`src/wdt_pkg.sv`:
```
package wdt_pkg;
	// Bus geometry and register indexes (byte address is four times the index)
	localparam int apb_addr_w = 12;
	localparam int idx_w = 10;
	localparam logic [idx_w-1:0] idx_key = 10'h0c7;
	localparam logic [idx_w-1:0] idx_watchdog_control = 10'h0d8;
	localparam logic [idx_w-1:0] idx_clock_control = 10'h08e;
	localparam logic [idx_w-1:0] idx_eie = 10'h0e8;
	localparam logic [idx_w-1:0] idx_irq_status = 10'h100;
	localparam logic [idx_w-1:0] idx_irq_mask = 10'h101;
	// Unlock keys and window timing
	localparam logic [7:0] key_first = 8'haa;
	localparam logic [7:0] key_second = 8'h55;
	localparam int machine_cycle_clocks = 4;
	localparam int window_machine_cycles = 3;
	localparam int window_clocks = machine_cycle_clocks * window_machine_cycles;
	localparam int window_w = 4;
	localparam logic [window_w-1:0] window_load = window_w'(window_clocks);
	// Watchdog counter and reset grace
	localparam int wdt_cnt_w = 26;
	localparam int reset_delay_clocks = 512;
	localparam int grace_w = 9;
	localparam logic [grace_w-1:0] grace_last = grace_w'(reset_delay_clocks - 1);
	localparam int unsigned tmo_exp_0 = 17;
	localparam int unsigned tmo_exp_1 = 20;
	localparam int unsigned tmo_exp_2 = 23;
	localparam int unsigned tmo_exp_3 = 26;
	// Control register fields
	localparam int bit_por = 6;
	localparam int bit_watchdog_interrupt_flag = 3;
	localparam int bit_watchdog_reset_cause_flag = 2;
	localparam int bit_ewt = 1;
	localparam int bit_rwt = 0;
	localparam logic [7:0] watchdog_control_protect = 8'h4b;
	localparam logic [7:0] watchdog_control_ext_keep = 8'h56;
	localparam logic [7:0] watchdog_control_por_value = 8'h40;
	localparam int sel_hi = 7;
	localparam int sel_lo = 6;
	localparam logic [7:0] clock_control_reset = 8'h01;
	localparam int bit_watchdog_interrupt_enable = 4;
	localparam logic [7:0] eie_reset = 8'h00;
	// Interrupt status layout
	localparam int irq_w = 2;
	localparam int irq_timeout = 0;
	localparam int irq_wdt_reset = 1;
endpackage

```
`src/wdt_link_if.sv`:
```
`timescale 1ns/1ps
interface wdt_link_if;
	// Unlock path
	logic any_write;
	logic key_write;
	logic [7:0] wdata;
	logic window_open;
	// Timer path
	logic restart;
	logic [1:0] sel;
	logic reset_enable;
	logic timeout;
	logic wdt_reset;
	modport ta (input any_write, input key_write, input wdata, output window_open);
	modport timer (input restart, input sel, input reset_enable, output timeout, output wdt_reset);
	modport core (output any_write, output key_write, output wdata, input window_open,
		output restart, output sel, output reset_enable, input timeout, input wdt_reset);
endinterface

```
`src/timed_access.sv`:
```
`timescale 1ns/1ps
module timed_access import wdt_pkg::*; (
	// Clock and reset
	input wire logic pclk,
	input wire logic presetn,
	// Link to the register core
	wdt_link_if.ta link
);
	typedef enum logic [1:0] {ta_idle = 2'b01, ta_armed = 2'b10} ta_state_t;
	ta_state_t state;
	ta_state_t next_state;
	logic [window_w-1:0] window;
	logic [window_w-1:0] next_window;
	logic [window_w:0] open_run;
	wire is_first = link.key_write && (link.wdata == key_first);
	wire is_second = link.key_write && (link.wdata == key_second);
	wire unlock = link.any_write && (state == ta_armed) && is_second;

	// Any mapped write breaks the sequence unless it is the first key
	always_comb begin
		next_state = state;
		if (link.any_write) begin
			next_state = is_first ? ta_armed : ta_idle;
		end
	end

	// Window counts down from unlock; reopening just reloads it
	assign next_window = unlock ? window_load : ((window != '0) ? window - 1'b1 : window);
	assign link.window_open = (window != '0);

	always_ff @(posedge pclk or negedge presetn) begin
		if (!presetn) begin
			state <= ta_idle;
			window <= '0;
		end else begin
			state <= next_state;
			window <= next_window;
		end
	end

	// Helper: length of the current open run
	always_ff @(posedge pclk or negedge presetn) begin
		if (!presetn) begin
			open_run <= '0;
		end else begin
			open_run <= unlock ? '0 : (link.window_open ? open_run + 1'b1 : '0);
		end
	end

	property p_unlock_opens;
		@(posedge pclk) disable iff (!presetn)
		unlock |=> link.window_open [*8];
	endproperty
	a_unlock_opens: assert property (p_unlock_opens) else $error("window not open after unlock");

	property p_window_bound;
		@(posedge pclk) disable iff (!presetn)
		link.window_open |-> (open_run < (window_w+1)'(window_clocks));
	endproperty
	a_window_bound: assert property (p_window_bound) else $error("window open too long");

	property p_abandon;
		@(posedge pclk) disable iff (!presetn)
		(state == ta_armed && link.any_write && !is_second && !link.window_open) |=> !link.window_open;
	endproperty
	a_abandon: assert property (p_abandon) else $error("wrong key opened window");
endmodule // timed_access

```
`src/watchdog_with_timed_access.sv`:
```
// The implementer's own choice: register access over APB.
`timescale 1ns/1ps
module watchdog_with_timed_access import wdt_pkg::*; #(
	parameter int unsigned exp0 = tmo_exp_0,
	parameter int unsigned exp1 = tmo_exp_1,
	parameter int unsigned exp2 = tmo_exp_2,
	parameter int unsigned exp3 = tmo_exp_3
) (
	// Clock and power-on reset
	input wire logic pclk,
	input wire logic presetn,
	// APB slave
	input wire logic psel,
	input wire logic penable,
	input wire logic pwrite,
	input wire logic [apb_addr_w-1:0] paddr,
	input wire logic [31:0] pwdata,
	output logic [31:0] prdata,
	output logic pready,
	output logic pslverr,
	// Reset source pins, asynchronous, active high
	input wire logic ext_reset_pin,
	input wire logic power_fail_pin,
	// Watchdog outputs
	output logic watchdog_reset_out,
	output logic watchdog_irq_req,
	output logic irq
);
	localparam int n_pins = 2;
	wdt_link_if link ();
	logic [7:0] watchdog_control;
	logic [7:0] next_watchdog_control;
	logic [7:0] clock_control;
	logic [7:0] extended_interrupt_enable;
	logic [irq_w-1:0] irq_status;
	logic [irq_w-1:0] irq_mask;
	logic [irq_w-1:0] irq_events;
	logic [n_pins-1:0] pin_in;
	logic [n_pins-1:0] pin_rise;

	// Reset pins: three flops, a change counts once the last two agree
	assign pin_in = {power_fail_pin, ext_reset_pin};
	generate
		for (genvar g = 0; g < n_pins; g++) begin : g_pin
			logic s1;
			logic s2;
			logic s3;
			logic level;
			always_ff @(posedge pclk or negedge presetn) begin
				if (!presetn) begin
					s1 <= 1'b0;
					s2 <= 1'b0;
					s3 <= 1'b0;
					level <= 1'b0;
				end else begin
					s1 <= pin_in[g];
					s2 <= s1;
					s3 <= s2;
					if (s2 == s3) level <= s3;
				end
			end
			assign pin_rise[g] = (s2 == s3) && s3 && !level;
		end
	endgenerate

	wire ext_evt = pin_rise[0];
	wire pf_evt = pin_rise[1];
	wire wdt_evt = link.wdt_reset;

	// APB decode: word index, zero wait states
	wire [idx_w-1:0] idx = paddr[apb_addr_w-1:2];
	wire setup = psel && !penable;
	wire access = psel && penable;
	wire hit_key = (idx == idx_key);
	wire hit_watchdog_control = (idx == idx_watchdog_control);
	wire hit_clock_control = (idx == idx_clock_control);
	wire hit_eie = (idx == idx_eie);
	wire hit_status = (idx == idx_irq_status);
	wire hit_mask = (idx == idx_irq_mask);
	wire mapped = hit_key || hit_watchdog_control || hit_clock_control || hit_eie || hit_status || hit_mask;
	wire wr = access && pwrite && mapped;
	wire wr_watchdog_control = wr && hit_watchdog_control;
	wire wr_clock_control = wr && hit_clock_control;
	wire wr_eie = wr && hit_eie;
	wire wr_status = wr && hit_status;
	wire wr_mask = wr && hit_mask;
	assign pready = 1'b1;
	assign pslverr = access && !mapped;

	// Key register is write-only and reads as zero
	wire [31:0] rd_mux = hit_watchdog_control ? {24'h0, watchdog_control} :
		hit_clock_control ? {24'h0, clock_control} :
		hit_eie ? {24'h0, extended_interrupt_enable} :
		hit_status ? {30'h0, irq_status} :
		hit_mask ? {30'h0, irq_mask} : 32'h0;

	// Read data is captured in the setup cycle and stands through access
	always_ff @(posedge pclk or negedge presetn) begin
		if (!presetn) begin
			prdata <= 32'h0;
		end else if (setup && !pwrite) begin
			prdata <= rd_mux;
		end
	end

	// Every mapped write is seen by the unlock sequencer, key writes by value
	assign link.any_write = wr;
	assign link.key_write = wr && hit_key;
	assign link.wdata = pwdata[7:0];

	// Timer controls
	assign link.restart = watchdog_control[bit_rwt] || ext_evt || pf_evt;
	assign link.sel = clock_control[sel_hi:sel_lo];
	assign link.reset_enable = watchdog_control[bit_ewt];

	timed_access u_ta (
		.pclk(pclk),
		.presetn(presetn),
		.link(link)
	);

	wdt_timer #(
		.exp0(exp0),
		.exp1(exp1),
		.exp2(exp2),
		.exp3(exp3)
	) u_timer (
		.pclk(pclk),
		.presetn(presetn),
		.link(link)
	);

	// Control register: write, hardware sets, then reset-source effects
	always_comb begin
		next_watchdog_control = watchdog_control;
		next_watchdog_control[bit_rwt] = 1'b0;
		if (wr_watchdog_control) begin
			next_watchdog_control = (pwdata[7:0] & ~watchdog_control_protect) |
				((link.window_open ? pwdata[7:0] : next_watchdog_control) & watchdog_control_protect);
		end
		// Set beats a software clear in the same cycle
		if (link.timeout) begin
			next_watchdog_control[bit_watchdog_interrupt_flag] = 1'b1;
		end
		if (ext_evt || pf_evt || wdt_evt) begin
			next_watchdog_control = next_watchdog_control & watchdog_control_ext_keep;
		end
		if (pf_evt) begin
			next_watchdog_control[bit_watchdog_reset_cause_flag] = 1'b0;
		end
		if (wdt_evt) begin
			next_watchdog_control[bit_watchdog_reset_cause_flag] = 1'b1;
		end
	end

	// Power-on is the async reset: power-up flag set, reset enable cleared
	always_ff @(posedge pclk or negedge presetn) begin
		if (!presetn) begin
			watchdog_control <= watchdog_control_por_value;
		end else begin
			watchdog_control <= next_watchdog_control;
		end
	end

	// Clock control and extended interrupt enable are plain storage
	always_ff @(posedge pclk or negedge presetn) begin
		if (!presetn) begin
			clock_control <= clock_control_reset;
			extended_interrupt_enable <= eie_reset;
		end else begin
			if (wr_clock_control) clock_control <= pwdata[7:0];
			if (wr_eie) extended_interrupt_enable <= pwdata[7:0];
		end
	end

	// Interrupt request is the sticky flag gated by its enable bit, so it holds until either is cleared
	assign watchdog_irq_req = watchdog_control[bit_watchdog_interrupt_flag] && extended_interrupt_enable[bit_watchdog_interrupt_enable];

	// Reset pulse is registered so it is glitch free at the pin
	always_ff @(posedge pclk or negedge presetn) begin
		if (!presetn) begin
			watchdog_reset_out <= 1'b0;
		end else begin
			watchdog_reset_out <= wdt_evt;
		end
	end

	// Sticky event status, write one to clear, set wins
	assign irq_events = {wdt_evt, link.timeout};
	always_ff @(posedge pclk or negedge presetn) begin
		if (!presetn) begin
			irq_status <= '0;
			irq_mask <= '0;
		end else begin
			irq_status <= (irq_status & ~(wr_status ? pwdata[irq_w-1:0] : '0)) | irq_events;
			if (wr_mask) irq_mask <= pwdata[irq_w-1:0];
		end
	end
	assign irq = |(irq_status & irq_mask);

	property p_watchdog_interrupt_flag_set;
		@(posedge pclk) disable iff (!presetn)
		link.timeout && !wdt_evt |=> watchdog_control[bit_watchdog_interrupt_flag];
	endproperty
	a_watchdog_interrupt_flag_set: assert property (p_watchdog_interrupt_flag_set) else $error("time-out did not set flag");

	property p_irq_hold;
		@(posedge pclk) disable iff (!presetn)
		watchdog_irq_req && !wr_watchdog_control && !wr_eie && !ext_evt && !pf_evt && !wdt_evt |=> watchdog_irq_req;
	endproperty
	a_irq_hold: assert property (p_irq_hold) else $error("request dropped without clear");

	property p_protect;
		@(posedge pclk) disable iff (!presetn)
		wr_watchdog_control && !link.window_open && !ext_evt && !pf_evt && !wdt_evt
			|=> watchdog_control[bit_ewt] == $past(watchdog_control[bit_ewt]) && watchdog_control[bit_por] == $past(watchdog_control[bit_por]);
	endproperty
	a_protect: assert property (p_protect) else $error("protected bit written while locked");

	property p_watchdog_reset_cause_flag_set;
		@(posedge pclk) disable iff (!presetn)
		wdt_evt |=> watchdog_control[bit_watchdog_reset_cause_flag] && !watchdog_control[bit_watchdog_interrupt_flag];
	endproperty
	a_watchdog_reset_cause_flag_set: assert property (p_watchdog_reset_cause_flag_set) else $error("reset cause not set");

	property p_watchdog_reset_cause_flag_keep;
		@(posedge pclk) disable iff (!presetn)
		!watchdog_control[bit_ewt] && !wr_watchdog_control && !pf_evt |=> $stable(watchdog_control[bit_watchdog_reset_cause_flag]);
	endproperty
	a_watchdog_reset_cause_flag_keep: assert property (p_watchdog_reset_cause_flag_keep) else $error("reset cause moved while disabled");

	property p_pf_clear;
		@(posedge pclk) disable iff (!presetn)
		pf_evt && !wdt_evt |=> !watchdog_control[bit_watchdog_reset_cause_flag];
	endproperty
	a_pf_clear: assert property (p_pf_clear) else $error("power-fail kept reset cause");

	property p_ext_pattern;
		@(posedge pclk) disable iff (!presetn)
		ext_evt && !wdt_evt && !pf_evt |=> ((watchdog_control & ~watchdog_control_ext_keep) == 8'h00) && $stable(watchdog_control[bit_watchdog_reset_cause_flag])
			&& $stable(watchdog_control[bit_ewt]) && $stable(watchdog_control[bit_por]);
	endproperty
	a_ext_pattern: assert property (p_ext_pattern) else $error("external reset pattern wrong");

	property p_rwt_self_clear;
		@(posedge pclk) disable iff (!presetn)
		watchdog_control[bit_rwt] |=> !watchdog_control[bit_rwt] || $past(wr_watchdog_control);
	endproperty
	a_rwt_self_clear: assert property (p_rwt_self_clear) else $error("restart bit stuck");

	property p_por_sticky;
		@(posedge pclk) disable iff (!presetn)
		watchdog_control[bit_por] && !wr_watchdog_control |=> watchdog_control[bit_por];
	endproperty
	a_por_sticky: assert property (p_por_sticky) else $error("power-up flag lost");

	// Write masking, reset pulse and status cross-checks; events are excluded where they rewrite the image
	property p_free_bits;
		@(posedge pclk) disable iff (!presetn)
		wr_watchdog_control && !ext_evt && !pf_evt && !wdt_evt
			|=> (watchdog_control & ~watchdog_control_protect) == ($past(pwdata[7:0]) & ~watchdog_control_protect);
	endproperty
	a_free_bits: assert property (p_free_bits) else $error("free control bits not written");

	property p_open_write;
		@(posedge pclk) disable iff (!presetn)
		wr_watchdog_control && link.window_open && !link.timeout && !ext_evt && !pf_evt && !wdt_evt
			|=> (watchdog_control & watchdog_control_protect) == ($past(pwdata[7:0]) & watchdog_control_protect);
	endproperty
	a_open_write: assert property (p_open_write) else $error("protected bits not written in window");

	property p_locked_flags;
		@(posedge pclk) disable iff (!presetn)
		wr_watchdog_control && !link.window_open && !link.timeout && !ext_evt && !pf_evt && !wdt_evt
			|=> watchdog_control[bit_watchdog_interrupt_flag] == $past(watchdog_control[bit_watchdog_interrupt_flag]) && !watchdog_control[bit_rwt];
	endproperty
	a_locked_flags: assert property (p_locked_flags) else $error("locked write moved a guarded flag");

	property p_guarded_bits;
		@(posedge pclk) disable iff (!presetn)
		!link.window_open |=> $stable(watchdog_control[bit_ewt]) && $stable(watchdog_control[bit_por]);
	endproperty
	a_guarded_bits: assert property (p_guarded_bits) else $error("guarded bit changed while locked");

	property p_reset_gated;
		@(posedge pclk) disable iff (!presetn)
		watchdog_reset_out |-> $past(watchdog_control[bit_ewt]);
	endproperty
	a_reset_gated: assert property (p_reset_gated) else $error("reset pulse without reset enable");

	property p_reset_single;
		@(posedge pclk) disable iff (!presetn)
		watchdog_reset_out |=> !watchdog_reset_out;
	endproperty
	a_reset_single: assert property (p_reset_single) else $error("reset pulse longer than one clock");

	property p_reset_status;
		@(posedge pclk) disable iff (!presetn)
		wdt_evt |=> watchdog_reset_out && irq_status[irq_wdt_reset];
	endproperty
	a_reset_status: assert property (p_reset_status) else $error("reset event not reported");

	property p_timeout_status;
		@(posedge pclk) disable iff (!presetn)
		link.timeout |=> irq_status[irq_timeout];
	endproperty
	a_timeout_status: assert property (p_timeout_status) else $error("time-out not reported");

	property p_pin_once;
		@(posedge pclk) disable iff (!presetn)
		(pin_rise & $past(pin_rise)) == '0;
	endproperty
	a_pin_once: assert property (p_pin_once) else $error("pin event seen twice");

	property p_read_image;
		@(posedge pclk) disable iff (!presetn)
		setup && !pwrite && hit_watchdog_control |=> prdata == {24'h0, $past(watchdog_control)};
	endproperty
	a_read_image: assert property (p_read_image) else $error("control read data not captured");
endmodule // watchdog_with_timed_access

```
`src/wdt_timer.sv`:
```
`timescale 1ns/1ps
module wdt_timer import wdt_pkg::*; #(
	parameter int unsigned exp0 = tmo_exp_0,
	parameter int unsigned exp1 = tmo_exp_1,
	parameter int unsigned exp2 = tmo_exp_2,
	parameter int unsigned exp3 = tmo_exp_3
) (
	// Clock and reset
	input wire logic pclk,
	input wire logic presetn,
	// Link to the register core
	wdt_link_if.timer link
);
	typedef enum logic [1:0] {tm_run = 2'b01, tm_grace = 2'b10} tm_state_t;
	localparam logic [wdt_cnt_w-1:0] masks [4] = '{
		wdt_cnt_w'((64'd1 << exp0) - 64'd1), wdt_cnt_w'((64'd1 << exp1) - 64'd1),
		wdt_cnt_w'((64'd1 << exp2) - 64'd1), wdt_cnt_w'((64'd1 << exp3) - 64'd1)};
	tm_state_t state;
	tm_state_t next_state;
	logic [wdt_cnt_w-1:0] count;
	logic [grace_w-1:0] grace;
	logic [9:0] since;
	wire [wdt_cnt_w-1:0] tap_mask = masks[link.sel];
	wire grace_end = (state == tm_grace) && (grace == grace_last);

	// Time-out at the selected tap; reset only if enabled at grace end
	assign link.timeout = (state == tm_run) && (count == tap_mask) && !link.restart;
	assign link.wdt_reset = grace_end && link.reset_enable && !link.restart;

	always_comb begin
		next_state = state;
		unique case (state)
			tm_run: if (link.timeout) next_state = tm_grace;
			tm_grace: if (grace_end) next_state = tm_run;
		endcase
		if (link.restart) begin
			next_state = tm_run;
		end
	end

	// Counter runs freely; restart or own reset clears it
	always_ff @(posedge pclk or negedge presetn) begin
		if (!presetn) begin
			state <= tm_run;
			count <= '0;
			grace <= '0;
		end else begin
			state <= next_state;
			count <= (link.restart || link.wdt_reset) ? '0 : count + 1'b1;
			grace <= (state == tm_grace && !link.restart) ? grace + 1'b1 : '0;
		end
	end

	// Helper: clocks since the last time-out
	always_ff @(posedge pclk or negedge presetn) begin
		if (!presetn) begin
			since <= '1;
		end else begin
			since <= link.timeout ? '0 : ((since != '1) ? since + 1'b1 : since);
		end
	end

	property p_reset_delay;
		@(posedge pclk) disable iff (!presetn)
		link.wdt_reset |-> (since == 10'(reset_delay_clocks - 1));
	endproperty
	a_reset_delay: assert property (p_reset_delay) else $error("reset not 512 clocks after time-out");

	property p_reset_enabled;
		@(posedge pclk) disable iff (!presetn)
		link.wdt_reset |-> link.reset_enable;
	endproperty
	a_reset_enabled: assert property (p_reset_enabled) else $error("reset while disabled");

	property p_restart_clears;
		@(posedge pclk) disable iff (!presetn)
		link.restart |=> (count == '0) && (state == tm_run);
	endproperty
	a_restart_clears: assert property (p_restart_clears) else $error("restart did not clear");

	property p_tap;
		@(posedge pclk) disable iff (!presetn)
		link.timeout |-> (count == masks[link.sel]) && ($past(count) + 1'b1 == count || $past(link.restart));
	endproperty
	a_tap: assert property (p_tap) else $error("time-out at wrong count");
endmodule // wdt_timer
```
`config.mk`:
```
export PLATFORM = sky130hd
export DESIGN_NAME = watchdog_with_timed_access
export DESIGN_NICKNAME = d
export VERILOG_FILES = /design/src/wdt_pkg.sv /design/src/wdt_link_if.sv /design/src/timed_access.sv /design/src/watchdog_with_timed_access.sv /design/src/wdt_timer.sv
export SDC_FILE = /design/constraint.sdc
export NUM_CORES = 1
export LEC_CHECK = 0
export BUFFER_PORTS_ARGS = -buffer_cell sky130_fd_sc_hd__buf_2
export CORE_AREA = 2 2 114 83
export DETAILED_ROUTE_END_ITERATION = 10
export DIE_AREA = 0 0 116 85
export PLACE_DENSITY = 0.78
export SLEW_MARGIN = 20
export SYNTH_ARGS = -nofsm -noshare
export SYNTH_HDL_FRONTEND = slang
export SYNTH_SLANG_ARGS = --single-unit
```
`constraint.sdc`:
```
create_clock -name pclk -period 5.77 [get_ports pclk]
set_input_delay 0.577 -clock pclk [delete_from_list [all_inputs] [get_ports pclk]]
set_output_delay 0.577 -clock pclk [all_outputs]
set_load 0.01 [all_outputs]
```
==> results.cfg, run 1 <==
[outcome]
status = finished, final reports clean

[sta]
hold_viol_final = 0
tightest_slew_ps = 921.1
slew_viol_final = 0
period_share_pct = 50.82
rsz0062_at_grt = no
skew_ps = 6.061
relSlewSlack_pct = 37.76
max_clock_freq_ghz = 0.3411
finalSetupTns_ps = 0
layout_min_cycle_time_ps = 2932
setup_viol = 0

[layout]
stdcell_count = 585
final_nets = 513
insertedDiodeCount = 0
layout-drive-gt1-share_pct = 19.96
final_area_mm2 = 0.004911
regArea_mm2 = 0.002207
multi_input_area_mm2 = 0.001982
n_fill_cell = 766
area_growth_pct = 12.43

[clock_network]
cts_tree = done
clock_latency_ps = 340
cts_resized = 0
clk_path_buf_depth = 2
clock_sinks = 88
cts_root_buf = clkbuf_16
numCtsBuffers = 9
cts_setup_buffers = 0
cts_hold_buf = 0
htreeDepth = 3
cts.reportedPaths.clkPinSlew_ps = 60

[placement]
dp.cells = 569
portBuffers = 36
dp_hpwl_um = 6439
postPlaceCellArea_mm2 = 0.004576
gp_congestion = 0.8448

[yosys]
synth_edf_count = 0
ys_seq_elements = 88
syn_inst = 418
ys_async_sr_fraction_pct = 100.0
synth_top_flop_cell = dfrtp_1
yosysWarnings = 0
synth_cell_types = 55
yosysTopAreaCell = dfrtp_1
netlist_area_mm2 = 0.004368
seq_area_frac_synth_pct = 50.53
synth_top_area_share_pct = 48.12
synth_area_leaders = dfrtp_1, mux2_2, nor2_1, xor2_1, buf_4
avgSynthCellArea_um2 = 10.45

[grt]
grt_pass1_wl_um = 15490
grt_antenna_before_repair = 0
grt_max_degree = 89
grt.overflow.total = 0
grt_pass1_vias = 3169
grt_util_all_layers_pct = 20.06

[floorplan]
num_rows = 29
start_util_pct = 49.74
die_h_um = 85
die_w_um = 116
io_pins = 88
coreArea_mm2 = 0.008781
dieArea_mm2 = 0.009860

[power]
irDropWorstVdd_uv = 150.6
p_leak_nw = 2.349
power_density_mw_per_mm2 = 291.0

[route]
viasPerCell = 5.503
drt_iter0_markers = 283
dr.pass1.iters = 5
drc = 0
ant_nets = 0
wl_um = 9156
post_drt_wl_per_cell_um = 15.65
vias = 3219

[critical_path]
start_kind = primary input
worstPathMaxFanout = 9
crit_required_ps = 5190
end_kind = output port
worstPathArrival_ps = 2360
path_class = in -> out

[min_path]
hp-class = in -> async

[job]
drv_cap = 0
critical path, cell delays in order:
cell	delay (ps)
buf_2	140
nor4bb_1	800
nand2_2	310
o21ai_0	290
nor3_1	80
buf_2	150
placed cells by master (no fill, tap or decap), types with 3 or more instances in the layout:
master / instances
and4_1: 4
ha_1: 6
o22ai_1: 3
dfrtp_1: 84
xnor2_1: 9
conb_1: 25
and3_1: 12
a22oi_1: 6
inv_1: 11
a21oi_1: 20
a211oi_1: 3
nor2_1: 58
nor2b_1: 3
xor2_1: 22
nand4_1: 11
nor3_1: 7
o21ai_0: 8
nand2_1: 22
dfstp_2: 4
nor4_1: 3
clkbuf_16: 9
buf_2: 35
mux2_2: 21
nor4bb_1: 5
nand4_2: 3
nand3_1: 22
where the power goes:
part	switching [mW]	total, mW	internal, mW
registers	0.0263	0.675	0.649
logic	0.0786	0.123	0.0441
clock network	0.239	0.631	0.392
total	0.344	1.43	1.09
flip-flops by register name (all words and copies together), names as in the netlist, 4 cells and up, named ones only:
register	cells
extended_interrupt_enable	8
u_ta.window	4
u_timer.grace	9
u_timer.count	26
watchdog_control	6
prdata	8
clock_control	8
area by class of cell:
class | count | area share [%]
Clock buffer | 10 | 4.866
Clock inverter | 6 | 1.885
Inverter | 11 | 0.8408
Multi-Input combinational cell | 309 | 40.36
Sequential cell | 88 | 44.94
Tap cell | 124 | 3.159
Timing Repair Buffer | 37 | 3.949
kinds of logic after synthesis:
kind of cell / Yosys count / share of synthesized area, %
muxes: 25 / 6.388
DFF: 88 / 50.53
and+or+nand+nor: 168 / 20.91
adders and majority gates: 6 / 1.719
AOI/OAI and AO/OA: 54 / 7.992
xor gates and xnor gates: 31 / 6.216
buffers and inverters: 44 / 6.073
other: 2 / 0.1719
final timing paths:
kind | slack, ps | end | start | cells after the start
max reg2reg | 3290 | u_timer.count[17] | u_timer.grace[0] | 8
min | 300 | prdata[0] | presetn | 1
max | 2840 | pslverr | paddr[2] | 6
min reg2reg | 350 | g_pin[0].s2 | g_pin[0].s1 | 0
max in group asynchronous | 4950 | clock_control[3] | presetn | 1
min in group pclk | 350 | g_pin[0].s1 | ext_reset_pin | 1
cell usage after synthesis (8+ instances only):
| master | n |
|---|---|
| inv_1 | 11 |
| nand4_1 | 11 |
| a21oi_1 | 20 |
| mux2_2 | 21 |
| xnor2_1 | 9 |
| o21ai_0 | 8 |
| buf_4 | 25 |
| nand2_1 | 22 |
| and3_1 | 12 |
| nand3_1 | 22 |
| xor2_1 | 22 |
| nor2_1 | 58 |
| dfrtp_1 | 84 |
stage by stage:
| step | util (%) | power, mW | setup WS [ps] | hold slack (ps) |
|---|---|---|---|---|
| 2_1_floorplan | - | 0.7659 | 3798 | 281.4 |
| 3_3_place_gp | 52.11 | 0.8019 | 2883 | 336.3 |
| 3_5_place_dp | 52.11 | 0.8095 | 2872 | 342.4 |
| 4_1_cts | 55.88 | 1.443 | 2875 | 341.8 |
| 5_1_grt | 55.93 | 1.487 | 2558 | 335.5 |
| 6_report | 55.93 | 1.429 | 2838 | 304.3 |
routing by layer:
metal	vias to the layer above	track usage, %	part of all wire [%]
met5	-	0	0
met4	0	4.978	0.68
met3	6	5.786	6.5
met2	107	30.30	47
met1	1607	28.75	46
li1	1499	-	-
No activity file was read; power rests on OpenSTA's default activity.
==> run 2: changes to the inputs <==
==> constraint.sdc (replaced) <==
create_clock -name pclk -period 2.9 [get_ports pclk]
set_input_delay 0.29 -clock pclk [delete_from_list [all_inputs] [get_ports pclk]]
set_output_delay 0.29 -clock pclk [all_outputs]
set_load 0.01 [all_outputs]
==> run 2 against run 1 <==
- final area increased by 0.31%
- sequential power up 99%
- clock power up 87%
- die area unchanged
- critical path depth rose by 3
- via count increased by 2.1%
- combinational power increased by 100%
- worst hold slack lost 300 ps
- first-iteration DRC count grew 33%
- register-to-register slack worse by 2500 ps
- cell count rose by 0.85%
- critical path type is now reg -> reg
- largest power group unchanged
==> results.cfg, run 2 (synthesis results as in run 1) <==
[layout]
layout-drive-gt1-share_pct = 20.60
stdcell_count = 590
area_growth_pct = 12.78
top_register = u_timer.count
final_area_mm2 = 0.004926
final_nets = 518
insertedDiodeCount = 0
layout_commonest_cell = dfrtp_1
n_fill_cell = 782
top_regs = u_timer.count: 26 flops, u_timer.grace: 9 flops
largest_register_ffs = 26
fin_util_pct = 56.10
final_cell_mix = dfrtp_1, nor2_1, buf_2, conb_1

[clock_network]
clk_path_buf_depth = 2
numCtsBuffers = 9
clock_sinks = 88
cts_tree = done
cts.reportedPaths.clkPinSlew_ps = 60
cts_root_buf = clkbuf_16
cts_resized = 0
cts_hold_buf = 0
clock_latency_ps = 340
htreeDepth = 3
cts_setup_buffers = 0

[critical_path]
end_kind = flop
path_class = reg -> reg
crit_chain = ha_1, nand3_1, nor2_1, and3_1, ha_1, nand3_1, nand2_1, buf_4, nor2_1
startpoint = u_timer.grace[0]
worstPathMaxFanout = 25
crit_required_ps = 3110
rr_startpoint = u_timer.grace[0]
start_kind = flop
crit_slowest_cell = dfrtp_1
critPathMaxStageDelay_ps = 390
worstPathArrival_ps = 2340

[grt]
grt.overflow.total = 0
grt_pass1_wl_um = 15560
grt_antenna_before_repair = 0
grt_pass1_vias = 3210
grt_max_degree = 89
grt_util_all_layers_pct = 20.33

[job]
drv_cap = 0

[placement]
postPlaceCellArea_mm2 = 0.004613
portBuffers = 36
pre_cts_slack_ps = 794.3
dp_hpwl_um = 6516
gp_congestion = 0.8567
dp.cells = 574

[route]
dr.pass1.iters = 5
wl_um = 9414
drc = 0
ant_nets = 0
drt_iter0_markers = 375
post_drt_wl_per_cell_um = 15.96
vias = 3288
viasPerCell = 5.573

[floorplan]
die_h_um = 85
io_pins = 88
die_w_um = 116
coreArea_mm2 = 0.008781
start_util_pct = 49.74
num_rows = 29
dieArea_mm2 = 0.009860

[sta]
period_share_pct = 73.33
setup_viol = 0
max_clock_freq_ghz = 0.4702
hold_viol_final = 0
tightest_slew_ps = 797.6
relSlewSlack_pct = 46.83
finalSetupTns_ps = 0
skew_ps = 7.610
slew_viol_final = 0
layout_min_cycle_time_ps = 2127
rsz0062_at_grt = no
worst_slack_ps = 773.4
whs_ps = 1.003

[min_path]
hp-class = in -> async

[power]
power_density_mw_per_mm2 = 564.1
irDropWorstVdd_uv = 280.4
total_power_mw = 2.779
p_leak_nw = 2.361

[outcome]
status = finished, final reports clean
==> run 2: cell types whose count changed in the layout (fill, tap and decap cells not counted), sizes merged <==
| cell | change |
|---|---|
| buf | +5 |
| clkbuf | +2 |
| clkinv | -2 |
| bufinv | -1 |
| clkinvlp | +1 |
==> run 2: cell type report <==
cell class                 count  area (um2)  area share [%]
timing repair buffer          42       231.5           4.699
tap                          124       155.1           3.150
multi-input combinational    309        1982           40.23
clock inverter                 4       52.55           1.067
clock buffer                  12       256.5           5.207
inverter                      11       41.29          0.8382
sequential                    88        2207           44.81
==> run 2: critical path, delay by kind of cell (launching register included) <==
kind                     cells  cell delay (ps)
AND/OR/NAND/NOR              6              940
adder cells (fa/ha/maj)      2              390
buffers and inverters        1              280
flip-flops                   1              390
==> run 2: path summary, 6_finish.rpt <==
kind	depth (start not counted)	to	slack (ps)
setup / recovery	9	u_timer.count[3]	770
hold / removal	1	prdata[0]	1
setup reg to reg	9	u_timer.count[3]	770
hold reg to reg	0	g_pin[1].s2	370
max in group asynchronous	1	u_timer.count[12]	2350
min in group pclk	1	g_pin[0].s1	60
==> run 2: per-layer routing <==
metal | global-route usage [%] | up-vias | part of all wire, %
met5 | 0 | - | 0
met4 | 7.251 | 0 | 1.6
met3 | 5.429 | 18 | 6.7
met2 | 30.20 | 115 | 46
met1 | 28.91 | 1648 | 46
li1 | - | 1507 | -
==> run 2: power by group <==
group	internal (mW)	switching, mW
Clock	0.715	0.470
Sequential	1.29	0.0517
Combinational	0.0931	0.158
Total	2.10	0.679
==> run 3: changes to the inputs <==
==> constraint.sdc (replaced) <==
create_clock -name pclk -period 2.05 [get_ports pclk]
set_input_delay 0.205 -clock pclk [delete_from_list [all_inputs] [get_ports pclk]]
set_output_delay 0.205 -clock pclk [all_outputs]
set_load 0.01 [all_outputs]
==> run 3 against run 2 <==
- sequential share of layout area is 0.54 points lower
- highest routed layer unchanged
- flip-flop and latch count stayed put
- sequential power is 42% higher
==> results.cfg, run 3 (synthesis results as in run 1) <==
[critical_path]
path_delay_family = simple AND/OR/NAND/NOR gates
path_class = reg -> reg
worstPathArrival_ps = 2120
cpMostUsedCell = ha_1
crit_buf_inv = 1
crit_slowest_cell = dfrtp_1
end_kind = flop
reg2reg_depth = 9
crit_required_ps = 2280
start_kind = flop
crit_chain = ha_1, nand3_1, nor2_2, and3_1, ha_1, nand3_2, nand2_2, buf_12, nor2_1
worstPathMaxFanout = 25
r2r_setup_slack_ps = 160
critPathMaxStageDelay_ps = 380
path_depth = 9

[floorplan]
die_h_um = 85
num_rows = 29
start_util_pct = 49.74
die_w_um = 116
coreArea_mm2 = 0.008781
dieArea_mm2 = 0.009860
io_pins = 88

[layout]
layout_commonest_cell = dfrtp_1
final_nets = 525
largest_register_ffs = 26
final_cell_mix = dfrtp_1, nor2_1, buf_2, conb_1, xor2_1
top_register = u_timer.count
insertedDiodeCount = 0
area_growth_pct = 14.15
multi_input_area_mm2 = 0.001992
layout-drive-gt1-share_pct = 21.56
top_regs = u_timer.count: 26 flops, u_timer.grace: 9 flops
regArea_mm2 = 0.002207
n_fill_cell = 737

[placement]
dp_hpwl_um = 6394
gp_congestion = 0.8612
portBuffers = 36

[grt]
grt_util_all_layers_pct = 19.30
grt.overflow.total = 0
grt_max_degree = 56
top_usage_layer = met2
grt_pass1_vias = 3088
grt_antenna_before_repair = 0
grtUsageMet1_pct = 27.66
grt_pass1_wl_um = 14790
use_met2_pct = 28.65
grt_use_met3_pct = 5.429

[sta]
tightest_slew_ps = 658.7
skew_ps = 8.086
layout_min_cycle_time_ps = 1886
whs_ps = 147.0
finalSetupTns_ps = 0
slew_viol_final = 0
hold_viol_final = 0
period_share_pct = 92.01
max_clock_freq_ghz = 0.5302
setup_viol = 0
relSlewSlack_pct = 55.68

[route]
dr.pass1.iters = 5
wl_um = 9009
viasPerCell = 5.446
ant_nets = 0
post_drt_wl_per_cell_um = 15.09
drc = 0
drt_iter0_markers = 249
vias = 3251

[power]
power_density_mw_per_mm2 = 764.8
combPwrFrac_pct = 9.7
power_frac_seq_pct = 49.9
p_sw_share_pct = 25.07
pwr-share-clk_pct = 40.4
irDropWorstVdd_uv = 438.7
total_power_mw = 3.813
p_int_mw = 2.857
p_leak_nw = 2.396
switchingPower_mw = 0.9560

[outcome]
status = finished, final reports clean

[clock_network]
htreeDepth = 3
cts_root_buf = clkbuf_16
numCtsBuffers = 9
clock_sinks = 88
cts_tree = done
cts.reportedPaths.clkPinSlew_ps = 60
clk_path_buf_depth = 2
clock_latency_ps = 350

[min_path]
whs_path_depth = 3
hp-class = in -> reg

[job]
drv_cap = 0
run 3: cell count changes in the layout (fill, tap and decap cells not counted), sizes merged:
cell / delta
clkinv: +2
clkbuf: +1
dlygate4sd3: +3
clkinvlp: -2
buf: +4
bufinv: -1
run 3: power groups by stage:
stage | Clock, mW | Combinational [mW] | Sequential [mW]
floorplan | 0 | 0.229 | 1.93
global placement | 0 | 0.352 | 1.93
detailed placement | 0 | 0.367 | 1.93
CTS | 1.56 | 0.373 | 1.90
global route | 1.63 | 0.417 | 1.92
finish | 1.54 | 0.372 | 1.90
run 3: routing by layer:
layer / up-vias / routed length, um / share of wire (%)
li1: 1525 / - / -
met1: 1611 / 4411 / 49
met2: 104 / 4026 / 45
met3: 11 / 457 / 5.1
met4: 0 / 113 / 1.3
met5: - / 0 / 0
run 3: cell type report:
cell class | instances | share of cell area (%)
flip-flops and latches | 88 | 44.27
well taps | 124 | 3.112
repair buffers | 49 | 6.274
inverters | 11 | 0.8281
multi-input cells | 309 | 39.95
clock inverters | 3 | 0.3513
clock buffers | 13 | 5.220
run 3: path summary, 6_finish.rpt:
path	from	to
worst min-delay path	pwdata[7]	watchdog_control[7]
max in group asynchronous	presetn	async pin
worst max-delay path	u_timer.grace[0]	u_timer.count[21]
worst max register to register	u_timer.grace[0]	u_timer.count[21]
min in group asynchronous	presetn	u_timer.state[1]
worst min register to register	g_pin[0].s1	g_pin[0].s2
run 3: timing repair:
| item | 4_1_cts | 5_1_grt |
|---|---|---|
| endpoints found under the setup margin | 0 | 30 |
| gates resized for setup | 0 | 4 |
| hold endpoints to repair | 34 | 0 |
| hold buffers | 3 | 0 |
| buffers inserted | 0 | 1 |
run 3: metrics by stage:
stage / util (%) / cell area [um2] / setup WS, ps / instances
2_1_floorplan: - / 4454 / 119.5 / 441
3_3_place_gp: 53.08 / 4661 / 109.1 / 577
3_5_place_dp: 53.08 / 4661 / 61.59 / 577
4_1_cts: 56.58 / 4969 / 46.66 / 596
5_1_grt: 56.78 / 4986 / -6.990 / 597
6_report: 56.78 / 4986 / 163.9 / 597
run 3: worst register-to-register path: cells and delay by family, from the launching register on:
kind / cells / cell delay (ps)
and+or+nand+nor: 6 / 810
adders and majority gates: 2 / 410
DFF: 1 / 380
buffers and inverters: 1 / 170
